==> src/rtl/meb_pkg.sv <==
// Constants and types for the external bus and mode controller
package meb_pkg;

  localparam int unsigned DATA_W        = 8;
  localparam int unsigned ADDR_W        = 16;
  localparam int unsigned P4_W          = 4;
  localparam int unsigned NPORT         = 5;
  localparam int unsigned SYNC_W        = 4 * DATA_W + P4_W + 5;

  localparam int unsigned OSC_PER_STATE = 2;
  localparam int unsigned STATES_PER_MC = 6;
  localparam int unsigned MC_OSC        = OSC_PER_STATE * STATES_PER_MC;
  localparam int unsigned RST_HOLD_MC   = 2;
  localparam int unsigned RST_HOLD_CYC  = RST_HOLD_MC * MC_OSC;

  localparam logic [2:0] SLOT_LAST      = 3'h5;
  localparam logic [2:0] ALE_HI_LAST    = 3'h1;
  localparam logic [2:0] ADDR_HOLD_SUB  = 3'h2;
  localparam logic [2:0] STRB_FIRST     = 3'h3;
  localparam logic [2:0] STRB_LAST_B    = 3'h4;
  localparam logic [2:0] FETCH_CAP_SUB  = 3'h1;

  localparam logic [7:0] PORT_RST       = 8'hff;
  localparam logic [7:0] SP_RST         = 8'h07;

  localparam logic [2:0] P0_IDX         = 3'h0;
  localparam logic [2:0] P1_IDX         = 3'h1;
  localparam logic [2:0] P2_IDX         = 3'h2;
  localparam logic [2:0] P3_IDX         = 3'h3;
  localparam logic [2:0] P4_IDX         = 3'h4;

  localparam int unsigned RD_BIT        = 7;
  localparam int unsigned WR_BIT        = 6;
  localparam int unsigned CE_BIT        = 6;
  localparam int unsigned OE_BIT        = 7;
  localparam int unsigned IRQA_BIT      = 2;
  localparam int unsigned IRQB_BIT      = 3;
  localparam logic [3:0] FLASH_CFG_LOW  = 4'h0;

  typedef enum logic [3:0] {
    CY_NONE  = 4'h1,
    CY_FETCH = 4'h2,
    CY_XADDR = 4'h4,
    CY_XSTRB = 4'h8
  } meb_cyc_t;

endpackage : meb_pkg

==> src/rtl/meb_bus_ctrl.sv <==
// External bus, reset, mode and power control of the microcontroller
`timescale 1ns/1ps
`default_nettype none
module meb_bus_ctrl (
  input  wire logic                          ref_clk,
  input  wire logic                          nrst,
  input  wire logic [meb_pkg::DATA_W-1:0]    p0_i,
  output var  logic [meb_pkg::DATA_W-1:0]    p0_o,
  output var  logic [meb_pkg::DATA_W-1:0]    p0_oe,
  input  wire logic [meb_pkg::DATA_W-1:0]    p1_i,
  output var  logic [meb_pkg::DATA_W-1:0]    p1_o,
  output var  logic [meb_pkg::DATA_W-1:0]    p1_oe,
  input  wire logic [meb_pkg::DATA_W-1:0]    p2_i,
  output var  logic [meb_pkg::DATA_W-1:0]    p2_o,
  output var  logic [meb_pkg::DATA_W-1:0]    p2_oe,
  input  wire logic [meb_pkg::DATA_W-1:0]    p3_i,
  output var  logic [meb_pkg::DATA_W-1:0]    p3_o,
  output var  logic [meb_pkg::DATA_W-1:0]    p3_oe,
  input  wire logic [meb_pkg::P4_W-1:0]      p4_i,
  output var  logic [meb_pkg::P4_W-1:0]      p4_o,
  output var  logic [meb_pkg::P4_W-1:0]      p4_oe,
  input  wire logic                          addr_latch_i,
  output var  logic                          addr_latch_o,
  output var  logic                          addr_latch_oe,
  input  wire logic                          program_store_strobe_n_i,
  output var  logic                          program_store_strobe_n_o,
  output var  logic                          program_store_strobe_n_oe,
  input  wire logic                          rst_pin,
  input  wire logic                          external_fetch_force_n,
  input  wire logic                          flash_mode_strap,
  input  wire logic                          code_fetch_req,
  input  wire logic                          code_table_read_instruction,
  input  wire logic                          code_is_ext,
  input  wire logic [meb_pkg::ADDR_W-1:0]    code_addr,
  output var  logic                          code_ack,
  output var  logic                          code_done,
  output var  logic [meb_pkg::DATA_W-1:0]    code_data,
  input  wire logic                          xdata_req,
  input  wire logic                          xdata_wr,
  input  wire logic [meb_pkg::ADDR_W-1:0]    xdata_addr,
  input  wire logic [meb_pkg::DATA_W-1:0]    xdata_wdata,
  output var  logic                          xdata_ack,
  output var  logic                          xdata_done,
  output var  logic [meb_pkg::DATA_W-1:0]    xdata_rdata,
  input  wire logic                          port_wr_en,
  input  wire logic [2:0]                    port_wr_sel,
  input  wire logic [meb_pkg::DATA_W-1:0]    port_wr_data,
  input  wire logic [2:0]                    port_rd_sel,
  output var  logic [meb_pkg::DATA_W-1:0]    port_rd_data,
  input  wire logic                          sp_wr_en,
  input  wire logic [meb_pkg::DATA_W-1:0]    sp_wdata,
  output var  logic [meb_pkg::DATA_W-1:0]    stack_ptr,
  input  wire logic                          idle_request_bit,
  input  wire logic                          powerdown_request_bit,
  input  wire logic                          irq_wake,
  input  wire logic [meb_pkg::DATA_W-1:0]    flash_rdata,
  output var  logic [meb_pkg::ADDR_W-1:0]    flash_addr,
  output var  logic [meb_pkg::DATA_W-1:0]    flash_wdata,
  output var  logic                          flash_read,
  output var  logic                          flash_prog,
  output var  logic                          flash_mode,
  output var  logic                          sys_reset,
  output var  logic                          int_clk_phase,
  output var  logic                          cpu_clk_en,
  output var  logic                          periph_clk_en,
  output var  logic                          osc_run,
  output var  logic                          extra_irq_a_n,
  output var  logic                          extra_irq_b_n
);
  import meb_pkg::*;

  localparam int unsigned RCW = $clog2(RST_HOLD_CYC + 1);

  // Synchronised pin inputs
  logic [SYNC_W-1:0] sync_raw;
  logic [SYNC_W-1:0] sync_s;
  logic [DATA_W-1:0] p0_s;
  logic [DATA_W-1:0] p1_s;
  logic [DATA_W-1:0] p2_s;
  logic [DATA_W-1:0] p3_s;
  logic [P4_W-1:0]   p4_s;
  logic              ale_s;
  logic              pss_s;
  logic              rst_s;
  logic              xff_s;
  logic              strap_s;

  assign sync_raw = {flash_mode_strap, external_fetch_force_n, rst_pin,
                     program_store_strobe_n_i, addr_latch_i, p4_i, p3_i, p2_i, p1_i, p0_i};

  meb_sync #(.W(SYNC_W)) u_sync (
    .ref_clk (ref_clk),
    .nrst    (nrst),
    .d       (sync_raw),
    .q       (sync_s)
  );

  assign {strap_s, xff_s, rst_s, pss_s, ale_s, p4_s, p3_s, p2_s, p1_s, p0_s} = sync_s;

  // State
  logic [RCW-1:0]    rst_cnt_q;
  logic [RCW-1:0]    rst_cnt_d;
  logic              sys_rst_q;
  logic              sys_rst_d;
  logic              flash_q;
  logic              flash_d;
  logic              phase_q;
  logic              idle_q;
  logic              idle_d;
  logic              pwrdn_q;
  logic              pwrdn_d;
  logic [2:0]        sub_q;
  logic [2:0]        sub_d;
  meb_cyc_t          cyc_q;
  meb_cyc_t          cyc_d;
  meb_cyc_t          cyc_nxt;
  meb_cyc_t          prev_q;
  logic [ADDR_W-1:0] addr_q;
  logic [DATA_W-1:0] wdata_q;
  logic              wr_q;
  logic [DATA_W-1:0] lat_q [NPORT];
  logic [DATA_W-1:0] pin_s [NPORT];
  logic [DATA_W-1:0] sp_q;

  // Reset recognition
  logic rst_hit;
  assign rst_hit   = rst_cnt_q == RCW'(RST_HOLD_CYC);
  assign rst_cnt_d = !rst_s ? '0 : (rst_hit ? rst_cnt_q : rst_cnt_q + RCW'(1));
  assign sys_rst_d = rst_s & rst_hit & ~flash_q;

  // Mode follows the strap while in device reset or in flash mode
  assign flash_d = (sys_rst_q | flash_q) ? strap_s : flash_q;

  // Power management, idle request wins over wake; wake does not end power-down, only device reset does
  assign idle_d  = ~sys_rst_q & (idle_request_bit | (idle_q & ~irq_wake));
  assign pwrdn_d = ~sys_rst_q & (powerdown_request_bit | pwrdn_q);

  // Bus slot sequencing
  logic run;
  logic slot_end;
  logic fetch_any;
  logic fetch_ext;
  logic take_x;
  logic take_f;
  assign run       = ~flash_q & ~sys_rst_q & ~pwrdn_q;
  assign slot_end  = sub_q == SLOT_LAST;
  assign sub_d     = (slot_end | ~run) ? 3'h0 : sub_q + 3'h1;
  assign fetch_any = code_fetch_req | code_table_read_instruction;
  assign fetch_ext = ~xff_s | code_is_ext;
  assign take_x    = slot_end & run & (cyc_q != CY_XADDR) & xdata_req;
  assign take_f    = slot_end & run & (cyc_q != CY_XADDR) & ~xdata_req & fetch_any & fetch_ext;
  assign code_ack  = take_f;
  assign xdata_ack = take_x;

  always_comb begin
    cyc_nxt = CY_NONE;
    unique case (cyc_q)
      CY_XADDR:                    cyc_nxt = CY_XSTRB;
      CY_NONE, CY_FETCH, CY_XSTRB: cyc_nxt = take_x ? CY_XADDR : (take_f ? CY_FETCH : CY_NONE);
      default:                     cyc_nxt = CY_NONE;
    endcase
  end

  assign cyc_d = !run ? CY_NONE : (slot_end ? cyc_nxt : cyc_q);

  // Pin phase decode
  logic ext_bus;
  logic x_cyc;
  logic ale_hi;
  logic addr_ph;
  logic strb_x;
  logic program_store_strobe_n_lo;
  logic wdat_ph;
  assign ext_bus = cyc_q != CY_NONE;
  assign x_cyc   = (cyc_q == CY_XADDR) | (cyc_q == CY_XSTRB);
  assign ale_hi  = run & (sub_q <= ALE_HI_LAST) & (cyc_q != CY_XSTRB);
  assign addr_ph = ((cyc_q == CY_FETCH) | (cyc_q == CY_XADDR)) & (sub_q <= ADDR_HOLD_SUB);
  assign strb_x  = ((cyc_q == CY_XADDR) & (sub_q >= STRB_FIRST)) |
                   ((cyc_q == CY_XSTRB) & (sub_q <= STRB_LAST_B));
  assign program_store_strobe_n_lo = (cyc_q == CY_FETCH) & (sub_q >= STRB_FIRST);
  assign wdat_ph = wr_q & (((cyc_q == CY_XADDR) & (sub_q >= STRB_FIRST)) | (cyc_q == CY_XSTRB));

  // Flash mode configuration decode
  logic cfg_ok;
  logic f_read;
  logic f_prog;
  assign cfg_ok = flash_q & rst_s & ~ale_s & pss_s & (p3_s[3:0] == FLASH_CFG_LOW);
  assign f_read = cfg_ok & ~p3_s[OE_BIT];
  assign f_prog = cfg_ok & ~p3_s[CE_BIT] & p3_s[OE_BIT];

  // Next pin values
  logic [DATA_W-1:0] p0_o_d;
  logic [DATA_W-1:0] p0_oe_d;
  logic [DATA_W-1:0] p1_oe_d;
  logic [DATA_W-1:0] p2_o_d;
  logic [DATA_W-1:0] p2_oe_d;
  logic [DATA_W-1:0] p3_o_d;
  logic [DATA_W-1:0] p3_oe_d;
  logic [P4_W-1:0]   p4_oe_d;
  logic              strb_oe_d;

  assign p0_o_d  = flash_q ? flash_rdata : (wdat_ph ? wdata_q : (addr_ph ? addr_q[DATA_W-1:0] : '0));
  assign p0_oe_d = flash_q ? {DATA_W{f_read}} :
                   (ext_bus ? {DATA_W{addr_ph | wdat_ph}} : ~lat_q[P0_IDX]);
  assign p1_oe_d = flash_q ? '0 : ~lat_q[P1_IDX];
  assign p2_o_d  = ext_bus ? addr_q[ADDR_W-1:DATA_W] : '0;
  assign p2_oe_d = flash_q ? '0 : (ext_bus ? '1 : ~lat_q[P2_IDX]);
  assign p4_oe_d = flash_q ? '0 : ~lat_q[P4_IDX][P4_W-1:0];
  assign strb_oe_d = ~flash_q & ~sys_rst_q;

  always_comb begin
    p3_o_d  = '0;
    p3_oe_d = flash_q ? '0 : ~lat_q[P3_IDX];
    if (x_cyc) begin
      p3_o_d[RD_BIT]  = ~(strb_x & ~wr_q);
      p3_o_d[WR_BIT]  = ~(strb_x & wr_q);
      p3_oe_d[RD_BIT] = 1'b1;
      p3_oe_d[WR_BIT] = 1'b1;
    end
  end

  // Port pin readback
  assign pin_s[P0_IDX] = p0_s;
  assign pin_s[P1_IDX] = p1_s;
  assign pin_s[P2_IDX] = p2_s;
  assign pin_s[P3_IDX] = p3_s;
  assign pin_s[P4_IDX] = {{(DATA_W - P4_W){1'b0}}, p4_s};

  // Read capture points
  logic fcap;
  logic xcap;
  assign fcap = (prev_q == CY_FETCH) & (sub_q == FETCH_CAP_SUB);
  assign xcap = (cyc_q == CY_XSTRB) & slot_end;

  always_ff @(posedge ref_clk) begin
    if (!nrst) begin
      rst_cnt_q <= '0;
      sys_rst_q <= 1'b0;
      flash_q   <= 1'b0;
      phase_q   <= 1'b0;
      idle_q    <= 1'b0;
      pwrdn_q   <= 1'b0;
      sub_q     <= 3'h0;
      cyc_q     <= CY_NONE;
      prev_q    <= CY_NONE;
    end else begin
      rst_cnt_q <= rst_cnt_d;
      sys_rst_q <= sys_rst_d;
      flash_q   <= flash_d;
      phase_q   <= ~phase_q;
      idle_q    <= idle_d;
      pwrdn_q   <= pwrdn_d;
      sub_q     <= sub_d;
      cyc_q     <= cyc_d;
      prev_q    <= slot_end ? cyc_q : prev_q;
    end
  end

  always_ff @(posedge ref_clk) begin
    if (!nrst) begin
      addr_q  <= '0;
      wdata_q <= '0;
      wr_q    <= 1'b0;
    end else if (take_x) begin
      addr_q  <= xdata_addr;
      wdata_q <= xdata_wdata;
      wr_q    <= xdata_wr;
    end else if (take_f) begin
      addr_q  <= code_addr;
      wr_q    <= 1'b0;
    end
  end

  always_ff @(posedge ref_clk) begin
    if (!nrst || sys_rst_q) begin
      for (int i = 0; i < NPORT; i++) begin
        lat_q[i] <= PORT_RST;
      end
      sp_q <= SP_RST;
    end else begin
      if (port_wr_en && (port_wr_sel < 3'(NPORT))) begin
        lat_q[port_wr_sel] <= port_wr_data;
      end
      if (sp_wr_en) begin
        sp_q <= sp_wdata;
      end
    end
  end

  always_ff @(posedge ref_clk) begin
    if (!nrst) begin
      code_done    <= 1'b0;
      code_data    <= '0;
      xdata_done   <= 1'b0;
      xdata_rdata  <= '0;
      port_rd_data <= '0;
    end else begin
      code_done    <= fcap;
      code_data    <= fcap ? p0_s : code_data;
      xdata_done   <= xcap;
      xdata_rdata  <= (xcap && !wr_q) ? p0_s : xdata_rdata;
      port_rd_data <= (port_rd_sel < 3'(NPORT)) ? pin_s[port_rd_sel] : '0;
    end
  end

  always_ff @(posedge ref_clk) begin
    if (!nrst) begin
      p0_o                      <= '0;
      p0_oe                     <= '0;
      p1_oe                     <= '0;
      p2_o                      <= '0;
      p2_oe                     <= '0;
      p3_o                      <= '0;
      p3_oe                     <= '0;
      p4_oe                     <= '0;
      addr_latch_o              <= 1'b0;
      addr_latch_oe             <= 1'b0;
      program_store_strobe_n_o  <= 1'b1;
      program_store_strobe_n_oe <= 1'b0;
    end else begin
      p0_o                      <= p0_o_d;
      p0_oe                     <= p0_oe_d;
      p1_oe                     <= p1_oe_d;
      p2_o                      <= p2_o_d;
      p2_oe                     <= p2_oe_d;
      p3_o                      <= p3_o_d;
      p3_oe                     <= p3_oe_d;
      p4_oe                     <= p4_oe_d;
      addr_latch_o              <= ale_hi;
      addr_latch_oe             <= strb_oe_d;
      program_store_strobe_n_o  <= ~program_store_strobe_n_lo;
      program_store_strobe_n_oe <= strb_oe_d;
    end
  end

  always_ff @(posedge ref_clk) begin
    if (!nrst) begin
      flash_addr    <= '0;
      flash_wdata   <= '0;
      flash_read    <= 1'b0;
      flash_prog    <= 1'b0;
      extra_irq_a_n <= 1'b1;
      extra_irq_b_n <= 1'b1;
    end else begin
      flash_addr    <= flash_q ? {p2_s, p1_s} : '0;
      flash_wdata   <= flash_q ? p0_s : '0;
      flash_read    <= f_read;
      flash_prog    <= f_prog;
      extra_irq_a_n <= flash_q | p4_s[IRQA_BIT];
      extra_irq_b_n <= flash_q | p4_s[IRQB_BIT];
    end
  end

  assign p1_o          = '0;
  assign p4_o          = '0;
  assign stack_ptr     = sp_q;
  assign flash_mode    = flash_q;
  assign sys_reset     = sys_rst_q;
  assign int_clk_phase = phase_q;
  assign cpu_clk_en    = phase_q & ~idle_q & ~pwrdn_q;
  assign periph_clk_en = phase_q & ~pwrdn_q;
  assign osc_run       = ~pwrdn_q;

endmodule : meb_bus_ctrl
`default_nettype wire

==> src/rtl/meb_sync.sv <==
// Two flip-flop synchroniser for pin inputs
`timescale 1ns/1ps
`default_nettype none
module meb_sync #(
  parameter int unsigned W = 1
) (
  input  wire logic         ref_clk,
  input  wire logic         nrst,
  input  wire logic [W-1:0] d,
  output var  logic [W-1:0] q
);

  logic [W-1:0] meta_q;

  always_ff @(posedge ref_clk) begin
    if (!nrst) begin
      // Idle high like the pulled-up pins, so no false low follows reset
      meta_q <= '1;
      q      <= '1;
    end else begin
      meta_q <= d;
      q      <= meta_q;
    end
  end

endmodule : meb_sync
`default_nettype wire

==> config.mk <==
export PLATFORM = sky130hd
export DESIGN_NAME = meb_bus_ctrl
export DESIGN_NICKNAME = d
export VERILOG_FILES = /design/src/rtl/meb_pkg.sv /design/src/rtl/meb_bus_ctrl.sv /design/src/rtl/meb_sync.sv
export SDC_FILE = /design/constraint.sdc
export NUM_CORES = 1
export LEC_CHECK = 0
export BUFFER_PORTS_ARGS = -buffer_cell sky130_fd_sc_hd__buf_2
export CAP_MARGIN = 20
export CORE_ASPECT_RATIO = 2
export CORE_UTILIZATION = 56
export DETAILED_ROUTE_END_ITERATION = 6
export PLACE_DENSITY_LB_ADDON = 0.05
export SLEW_MARGIN = 25
export SYNTH_ARGS = -nofsm -noshare
export SYNTH_HDL_FRONTEND = slang
export SYNTH_SLANG_ARGS = --single-unit
==> constraint.sdc <==
create_clock -name ref_clk -period 4.85 [get_ports ref_clk]
set_input_delay 0.2425 -clock ref_clk [delete_from_list [all_inputs] [get_ports ref_clk]]
set_output_delay 0.2425 -clock ref_clk [all_outputs]
set_load 0.02 [all_outputs]
# [Yosys cells after proc, flatten, opt, wreduce, memory -nomap -nowiden]
# Memories as Yosys holds them, arrays and structs flattened.
# Index checks and enable logic that the tools add are counted.
[totals] regBits=253 latch_bits=0 ramBits=40 romBits=0 input_bits=123 output_inout_bits=146 word_cells=173 memories=1
[memory_table] memory="lat_q" words=5 word_bits=8 read_ports=5 rd_ports_with_merged_regs=0 wr=5 line="meb_bus_ctrl.sv:121" text="logic [DATA_W-1:0] lat_q [NPORT];"
[op_classes] add_sub_neg=2 multipliers=0 div_mod_pow=0 n_lt_le_gt_ge=7 eq_ne=11 shifts=0 mux=26 bitwise_logic=70 reduce_logical=17
[op_table] cell="$mux W8" count=10
[op_table] cell="$and A1 B1 Y1" count=34
[op_table] cell="$mux W16" count=2
[op_table] cell="$not A8 Y8" count=4
[op_table] cell="$bmux W8 S3" count=1
[op_table] cell="$not A1 Y1" count=17
[op_table] cell="$or A1 B1 Y1" count=13
[op_table] cell="$reduce_and A2 Y1" count=6
[op_table] cell="$eq A4 B2 Y1 const B" count=2
[op_table] cell="$mux W1" count=8
[op_table] cell="$pmux W4 S2" count=1
[op_table] cell="$reduce_or A8 Y1" count=1
[op_table] cell="$lt A3 B3 Y1 const B" count=2
[op_table] cell="$mux W3" count=2
[op_table] cell="$add A5 B1 Y5 const B" count=1
[op_table] cell="$eq A5 B5 Y1 const B" count=1
[op_table] cell="$eq A4 B1 Y1 const B" count=1
[op_table] cell="$eq A4 B3 Y1 const B" count=1
[op_table] cell="$eq A4 B4 Y1 const B" count=1
[op_table] cell="$ge A4 B4 Y1 const B" count=1
[op_table] cell="$logic_not A4 Y1" count=1
[op_table] cell="$mux W2" count=2
[op_table] cell="$ne A4 B1 Y1 const B" count=1
[op_table] cell="$ne A4 B3 Y1 const B" count=1
[op_table] cell="16 further kinds" count=19

# [Depth between registers and ports, before layout]
# Gate-level depths: netlist (run 1).
[depth] word_depth=11 depth_mapped=8 ltp_nobuf=6

# [Cells and area by module]
# From an unflattened synthesis (run 1), not the netlist that was laid out.
[unflattened] cells_unflattened=848 area_unflattened_um2=9749.4
[modules_own_cells] mod="meb_bus_ctrl" n_inst=1 cells_each=676 area_each_um2=7534.7 seq_area_each_um2=4384.2
[modules_own_cells] mod="meb_sync" n_inst=1 cells_each=172 area_each_um2=2214.6 seq_area_each_um2=1641.6

# [Worst setup path after synthesis (run 1)]
# No wires, ideal clock.
[synth_timing] kind="register to register" from="register sub_q[0]" to="register p0_oe[0] (netlist name)" setup_ns=0.153 arrival_ns=1.824 required_time_ns=4.697 path_slack_ns=2.873 stages_incl_launch_ff=7 n_path_buf=0 synth_period_minus_slack_ns=1.977 path_cell_list="dfxtp_1 -> ha_1 -> ha_1 -> a211oi_1 -> o21ai_2 -> a311oi_1 -> o21ai_0"
[synth_between] elab_chain_cells=7 word_cells_on_any_way=9 classes_between="2 x order compare; 2 x mux; 5 x bitwise"
[synth_rtl] element="from (decl)" line="meb_bus_ctrl.sv:112" text="logic [2:0] sub_q;"
[synth_rtl] element="from (signal assigned)" line="meb_bus_ctrl.sv:253" text="sub_q <= sub_d;"
[synth_rtl] element="$ge A3 B2 Y1" line="meb_bus_ctrl.sv:181" text="assign wdat_ph = wr_q & (((cyc_q == CY_XADDR) & (sub_q >= STRB_FIRST)) | (cyc_q == CY_XSTRB));"
[synth_rtl] element="$and A1 B1 Y1" line="meb_bus_ctrl.sv:181"
[synth_rtl] element="$or A1 B1 Y1" line="meb_bus_ctrl.sv:181"
[synth_rtl] element="$and A1 B1 Y1" line="meb_bus_ctrl.sv:181"
[synth_rtl] element="$or A1 B1 Y1 *" line="meb_bus_ctrl.sv:204" text="(ext_bus ? {DATA_W{addr_ph | wdat_ph}} : ~lat_q[P0_IDX]);"
[synth_rtl] element="$mux W8 *" line="meb_bus_ctrl.sv:204"
[synth_rtl] element="$mux W8 *" line="meb_bus_ctrl.sv:203" text="assign p0_oe_d = flash_q ? {DATA_W{f_read}} :"
[synth_rtl] element="to (signal assigned)" line="meb_bus_ctrl.sv:322" text="p0_oe <= p0_oe_d;"
[synth_rtl] element="to (decl)" line="meb_bus_ctrl.sv:9" text="output var logic [meb_pkg::DATA_W-1:0] p0_oe,"
# Mark *: on every way between the ends. The rest lies on a longest branch, timed or not.
# A chain may end at the register's enable or synchronous reset.

# [Worst setup path after layout (run 1)]
[layout_timing] from="register sys_rst_q (netlist: sys_reset)" to="output xdata_ack"
[layout_between] elab_chain_cells=6
[layout_rtl] element="from (decl)" line="meb_bus_ctrl.sv:103" text="logic sys_rst_q;"
[layout_rtl] element="from (signal assigned)" line="meb_bus_ctrl.sv:248" text="sys_rst_q <= sys_rst_d;"
[layout_rtl] element="$not A1 Y1" line="meb_bus_ctrl.sv:145" text="assign run = ~flash_q & ~sys_rst_q & ~pwrdn_q;"
[layout_rtl] element="$and A1 B1 Y1 (2 in series)" line="meb_bus_ctrl.sv:145"
[layout_rtl] element="$and A1 B1 Y1 (3 in series)" line="meb_bus_ctrl.sv:150" text="assign take_x = slot_end & run & (cyc_q != CY_XADDR) & xdata_req;"
[layout_rtl] element="to (decl)" line="meb_bus_ctrl.sv:42" text="output var logic xdata_ack,"
# No other way between the ends.

==> results.md, run 1 <==
- Via density: 5.206
- Area delta synth->final: 27.22%
- Commonest non-fill, non-tap cells in the layout: buf_2 (249), dfxtp_1 (247), nand2b_1 (89)
- Setup TNS: 0 ns
- Core Region: 0.01677 sq mm
- Sw power: 0.001028 W
- Num CTS Buffers: 23
- Seq. cell area: 0.006026 sq mm
- Total number of vias: 7101
- Synth warnings: 0
- Initial DRC Count: 322
- Die width: 94.80 um
- Critical Path Source Type: flip-flop
- WP data arrival: 2.70 ns
- Die Area: 0.01778 sq mm
- Leak pwr: 5.435 nW
- Synth area leaders: dfxtp_1 (51%), edfxtp_1 (11%), nand2b_1 (5.8%)
- Post-synth design cell area: 0.009644 sq mm
- M1 WL: 8.050 mm
- ANT nets after route: 0
- Total Power: 0.004632 W
- Clock-pin transition on the worst setup and hold timing paths: 0.06 ns
- Share of cells above drive strength 1: 0.3077
- Post-synth EDFFs: 36
- Cells after Synth: 854
- Met2 wire len: 12.88 mm
- Avg Inst Size Synth: 11.29 sq um
- Flop pwr share: 0.538
- Minimum clock period: 2.940 ns
- Largest net degree at the start of global routing: 76
- Clk sink count: 283
- Filler Cells Inserted: 1324
- Drt drc: 0
- Pre-antenna DRT Iters: 5
- DIE HEIGHT: 187.6 um
- CTS tree: done
- Detail Placement HPWL: 16.23 mm
- CTS H-tree depth: 1
- Seq cells post-synth: 283
- PwrDens: 377.5 mW/mm^2
- ANT cells: 0
- CTS Root Cell: clkbuf_16
- RSZ-0062 raised after global routing: false
- Netlist cell types: 49
- Worst setup margin: 1.910 ns
- First-pass GRT wire length: 35.88 mm
- Multi-input logic area: 0.003273 sq mm
- Setup violations, final: 0
- Final worst-path cycle share: 0.6063
- Relative slew slack: 0.3886
- Clk pwr share: 0.392
- # port buffers: 250
- Top Layer Used: met4
- Pint: 0.003604 W
- Max Cap Violations: 0
- Fin Clk Skew: 0.007730 ns
- Final nets: 1269
- Top-area cell type share of the netlist area: 0.5127
- Wirelength per Cell: 16.99 um
- Place WS: 1.621 ns
- Total wire length: 23.18 mm
- CP required: 4.61 ns
- Postcts setup bufs: 0
- Maximum resistive drop on vdd: 355.0 uV
- Initial Util: 0.5752
- Comb power frac: 0.070
- Initial antenna violation count: 0
- IO Count: 269
- GR Overflow Total: 0
- Worst min path class: in2reg
- CTS max path bufs: 3
- Max-slew violation count: 0
- Critical path endpoint category: output pin
- Commonest non-fill, non-tap cell in the layout: buf_2
- Critical path class: reg2out
- Dominant cell type by area after synthesis: dfxtp_1
- Hold Fails Final Rpt: 0
- Commonest register cell after synthesis: dfxtp_1
- Worst skew pair latency: 0.51 ns
- Switch share: 0.2219
- Gr usage total: 0.2617
- Cell Rows: 67
- Worst-Margin Slew: 0.9137 ns
- Status: finished clean
- Met3 Wirelength: 1.299 mm
- Sequential area share after synthesis: 0.6248
- Vias in the first global route: 7080
- Max frequency: 0.3401 GHz
- Final Wtd Congestion: 0.8185
- Async set-reset flop share out of synthesis: 0
- Critical-path maximum fanout: 17
==> power by group through the flow <==
stage | clock (W) | combinational, W | sequential, W
6_report | 0.00182 | 0.000326 | 0.00249
5_1_grt | 0.00194 | 0.000354 | 0.00250
4_1_cts | 0.00185 | 0.000325 | 0.00249
3_5_place_dp | 0 | 0.000285 | 0.00254
3_3_place_gp | 0 | 0.000283 | 0.00254
2_1_floorplan | 0 | 0.000149 | 0.00256
==> sequential cells by signal, indices dropped and copies added (netlist names), 16 cells and up <==
register / flops
u_sync.meta_q: 41
u_sync.q: 41
lat_q: 36
addr_q: 16
flash_addr: 16
==> Yosys cell counts, types with 2 or more instances <==
master      n
buf_2      10
nor3_1      6
clkbuf_1   42
or4_1       2
o21ai_0    13
a31oi_1    16
dfxtp_1   247
edfxtp_1   36
nand2b_1   89
a211oi_1   25
nand3b_1    2
inv_1      16
a311o_2     8
nor4_1      4
nor2b_1     8
xor2_1      3
ha_1        6
buf_4      20
nand4_1     2
and3_1     43
a21oi_1    23
or4b_1      4
o211a_1     2
mux2i_1    32
or2_2      38
nor2_1     67
xnor2_1     2
mux4_2      8
nor4b_1     2
nand3_1    13
nand2_1    28
or4bb_1     2
and2_1      2
a22oi_1    17
nor4b_2     2
==> logic make-up after synthesis <==
group	synth area share
xor gates and xnor gates	0.004542
other	0.0003888
buffers and inverters	0.04411
DFF	0.6248
muxes	0.05189
AOI/OAI and AO/OA	0.07758
adders and majority gates	0.007784
and+or+nand+nor	0.1889
==> critical path, stage by stage, from the launching register on <==
cell	delay, ns
dfxtp_1	0.36
or4b_1	0.84
nor3_4	0.70
buf_2	0.29
==> layout make-up <==
class | count | share of cell area
Multi-Input combinational cell | 498 | 0.2668
Clock buffer | 31 | 0.05344
Tap cell | 207 | 0.02111
Sequential cell | 283 | 0.4911
Clock inverter | 11 | 0.006935
Inverter | 17 | 0.005201
Timing Repair Buffer | 317 | 0.1554
==> path summary, 6_finish.rpt <==
| path | slack (ns) | cells past startpoint | end | from |
|---|---|---|---|---|
| setup / recovery | 1.91 | 3 | xdata_ack | sys_reset |
| hold / removal | 0.06 | 3 | port_rd_data[0] | port_rd_sel[2] |
| setup reg to reg | 2.31 | 6 | p0_oe[2] | sub_q[0] |
| hold reg to reg | 0.40 | 1 | p4_oe[0] | lat_q[4][0] |
==> routing by layer <==
metal / up-vias / GRT usage
li1: 3457 / -
met1: 3334 / 0.2599
met2: 257 / 0.5080
met3: 53 / 0.04015
met4: 0 / 0.1166
met5: - / 0
==> metrics by stage <==
stage	cells	instance area (sq um)	hold slack [ns]	util
after floorplan	871	9708	0.3440	-
after global placement	1262	10920	0.3885	0.6514
after detailed placement	1262	10930	0.3905	0.6518
after CTS	1364	12270	0.03940	0.7318
after global routing	1364	12270	0.05616	0.7318
final	1364	12270	0.05589	0.7318
==> timing repair <==
| action | 4_1_cts | 5_1_grt |
|---|---|---|
| hold buffers | 60 | 0 |
| gates resized for setup | 0 | 0 |
| hold endpoints to repair | 60 | 0 |
(Power assumes the default switching activity.)
==> run 2: changes to the inputs <==
Settings changed: ABC_AREA set to 1, CORE_UTILIZATION 56 to 52.
Clock period 4.85 ns to 3.1 ns, I/O delays scaled along.
==> run 2 against run 1 <==
Net effect: clock power is 70% higher; worst hold slack got worse by 0.044 ns; sequential cell count is the same; global-route usage rose by 0.10 points; die area grew 11%; non-clock buffer count grew 35; largest cell class unchanged; combinational power rose by 55%; register-to-register slack got worse by 1.9 ns; synthesized area increased by 3.4%.
==> results.md, run 2 <==
- CTS tree: done
- Worst skew pair latency: 0.52 ns (about the same)
- Num CTS Buffers: 24 (+4.3%)
- Worst setup margin: 0.4283 ns (-1.481 ns)
- Top-count cell post-synth: dfxtp_1
- Relative slew slack: 0.3926 (+0.004035)
- Initial DRC Count: 225 (-30%)
- Status: finished clean
- Top-area cell type share of the netlist area: 0.4958 (-0.01692)
- Gates resized, CTS repair: 0 (unchanged)
- ANT nets after route: 0 (unchanged)
- Total number of vias: 8119 (+14%)
- Hold Fails Final Rpt: 0 (unchanged)
- Commonest register cell after synthesis: dfxtp_1
- Postcts setup bufs: 0 (unchanged)
- IO Count: 269 (unchanged)
- Worst min path class: in2reg
- Setup violations, final: 0 (unchanged)
- Critical path class: reg2reg
- Critical path endpoint category: flip-flop
- CTS max path bufs: 3 (unchanged)
- Vias in the first global route: 8251 (+17%)
- Place WS: 0.9714 ns (-0.6500 ns)
- Via density: 4.759 (-8.6%)
- Drt drc: 0 (unchanged)
- Gr usage total: 0.2627 (+0.001024)
- GR Overflow Total: 0 (unchanged)
- Minimum clock period: 2.672 ns
- Netlist cell types: 40 (-18%)
- Core Region: 0.01883 sq mm (+12%)
- CTS H-tree depth: 1 (unchanged)
- Area delta synth->final: 31.43%
- Detail Placement HPWL: 18.23 mm (+12%)
- Pre-antenna DRT Iters: 6 (+1)
- Met2 wire len: 14.25 mm (+11%)
- Max frequency: 0.3743 GHz
- Post-synth EDFFs: 36 (unchanged)
- Top cells by count, synth: dfxtp_1 (247), nand2_1 (187), inv_1 (145)
- Setup TNS: 0 ns (unchanged)
- Synth warnings: 0 (unchanged)
- Largest regs: u_sync.meta_q x41, u_sync.q x41, lat_q x36
- Final worst-path cycle share: 0.8618
- Dominant cell type by area after synthesis: dfxtp_1
- Final Wtd Congestion: 0.8403 (+2.7%)
- Wirelength per Cell: 14.99 um (-12%)
- Placement Cell Area: 0.01133 sq mm (+3.7%)
- DIE HEIGHT: 197.9 um (+5.5%)
- Async set-reset flop share out of synthesis: 0 (unchanged)
- Largest net degree at the start of global routing: 106 (+39%)
- M1 WL: 8.460 mm (+5.1%)
- CTS Root Cell: clkbuf_16
- Final nets: 1562 (+23%)
- First-pass GRT wire length: 39.99 mm (+11%)
- RSZ-0062 raised after global routing: false
- Max Cap Violations: 0 (unchanged)
- WP data arrival: 3.12 ns (+0.42 ns)
- Top Layer Used: met4
- ANT cells: 0 (unchanged)
- Critical Path Source Type: flip-flop
- Avg Inst Size Synth: 9.091 sq um (-19%)
- Met3 Wirelength: 1.294 mm (-0.38%)
- Cell Rows: 71 (+6.0%)
- Fin Clk Skew: 0.01181 ns (+0.004078 ns)
- PwrDens: 566.1 mW/mm^2 (+50%)
- Hold_buf cts: 95 (+58%)
- Initial antenna violation count: 0 (unchanged)
- Critical-path maximum fanout: 35 (+18)
- # port buffers: 250 (unchanged)
- Die width: 99.93 um (+5.4%)
- Commonest non-fill, non-tap cells in the layout: buf_2 (250), dfxtp_1 (247), nand2_1 (187)
- Max-slew violation count: 0 (unchanged)
- Maximum resistive drop on vdd: 495.9 uV (+40%)
- Total wire length: 25.57 mm (+10%)
- Filler Cells Inserted: 1574 (+19%)
- Die Area: 0.01977 sq mm (+11%)
- Sequential area share after synthesis: 0.6042 (-0.02062)
- CP required: 3.55 ns (-1.06 ns)
- Worst-Margin Slew: 0.9015 ns (-0.01220 ns)
- Leak pwr: 6.338 nW (+17%)
- Post-route cell area: 0.01311 sq mm (+6.8%)
- Cells after Synth: 1097 (+28%)
- Commonest non-fill, non-tap cell in the layout: buf_2
- Clk sink count: 283 (unchanged)
- Synth area leaders: dfxtp_1 (50%), edfxtp_1 (11%), nand2_1 (7.0%)
- Initial Util: 0.5296 (-0.04566)
- Hold Worst Slack: 0.01148 ns (-0.04441 ns)
- Seq cells post-synth: 283 (unchanged)
- Share of cells above drive strength 1: 0.2888 (-0.01893)
- Clock-pin transition on the worst setup and hold timing paths: 0.07 ns (about the same)
- Post-synth design cell area: 0.009973 sq mm (+3.4%)
-- run 2: cell types whose count changed after synthesis, sizes merged, moves of 32 or more --
cell,previous run,this run
nand2,28,192
inv,16,147
nand2b,89,0
nand3,13,66
a21oi,23,70
or2,38,83
and3,43,0
o21ai,14,51
mux2i,32,0
nor2,67,99
-- run 2: final cells by class --
type	instances	area, sq um	area share
well taps	255	319.1	0.02434
inverters	151	568.0	0.04334
multi-input cells	621	3113	0.2375
clock inverters	6	57.56	0.004391
clock buffers	38	769.5	0.05871
flip-flops and latches	283	6026	0.4597
repair buffers	352	2255	0.1720
-- run 2: metal layers --
metal | up-vias | global-route usage
met5 | - | 0
met4 | 0 | 0.1590
met3 | 88 | 0.04412
met2 | 269 | 0.5201
met1 | 3706 | 0.2402
li1 | 4056 | -
-- run 2: path summary, 6_finish.rpt --
kind,end,startpoint,cells past startpoint,slack [ns]
max,addr_q[4],sub_q[0],8,0.43
min,addr_q[7],xdata_addr[7],5,0.01
max reg2reg,addr_q[4],sub_q[0],8,0.43
min reg2reg,p1_oe[6],lat_q[1][6],1,0.40
-- run 2: stage by stage --
stage | cells | utilization | power, W
final | 1706 | 0.6960 | 0.007420
after global routing | 1706 | 0.6960 | 0.007680
after CTS | 1706 | 0.6960 | 0.007480
after detailed placement | 1567 | 0.6016 | 0.004320
after global placement | 1567 | 0.6016 | 0.004312
after floorplan | 1114 | - | 0.004160
-- run 2: logic make-up (layout without fill, tap and decap cells) --
group	Yosys count	after routing	share of synthesized area
flip-flops	283	283	0.6042
AO/OA/AOI/OAI	140	140	0.07828
buffers and inverters	210	547	0.09008
other	1	18	0.0003760
adder cells (fa/ha/maj)	6	6	0.007527
XOR/XNOR	1	1	0.0008783
AND/OR/NAND/NOR	456	456	0.2187
-- run 2: worst max-delay path, stage by stage, from the launching register on --
cell and delay, ns:
dfxtp_1 0.43, ha_1 0.24, nand2_2 0.20, nor2_2 0.20, nand3_4 0.34, nand2_4 0.37
nand3_1 0.11, dlygate4sd3_1 0.58, a21oi_1 0.12
-- run 2: power by group --
group	leakage [nW]	switching [W]	total [W]	internal [W]
registers	2.28	0.0000350	0.00383	0.00379
logic	3.65	0.000277	0.000506	0.000229
clock network	0.410	0.00130	0.00309	0.00179
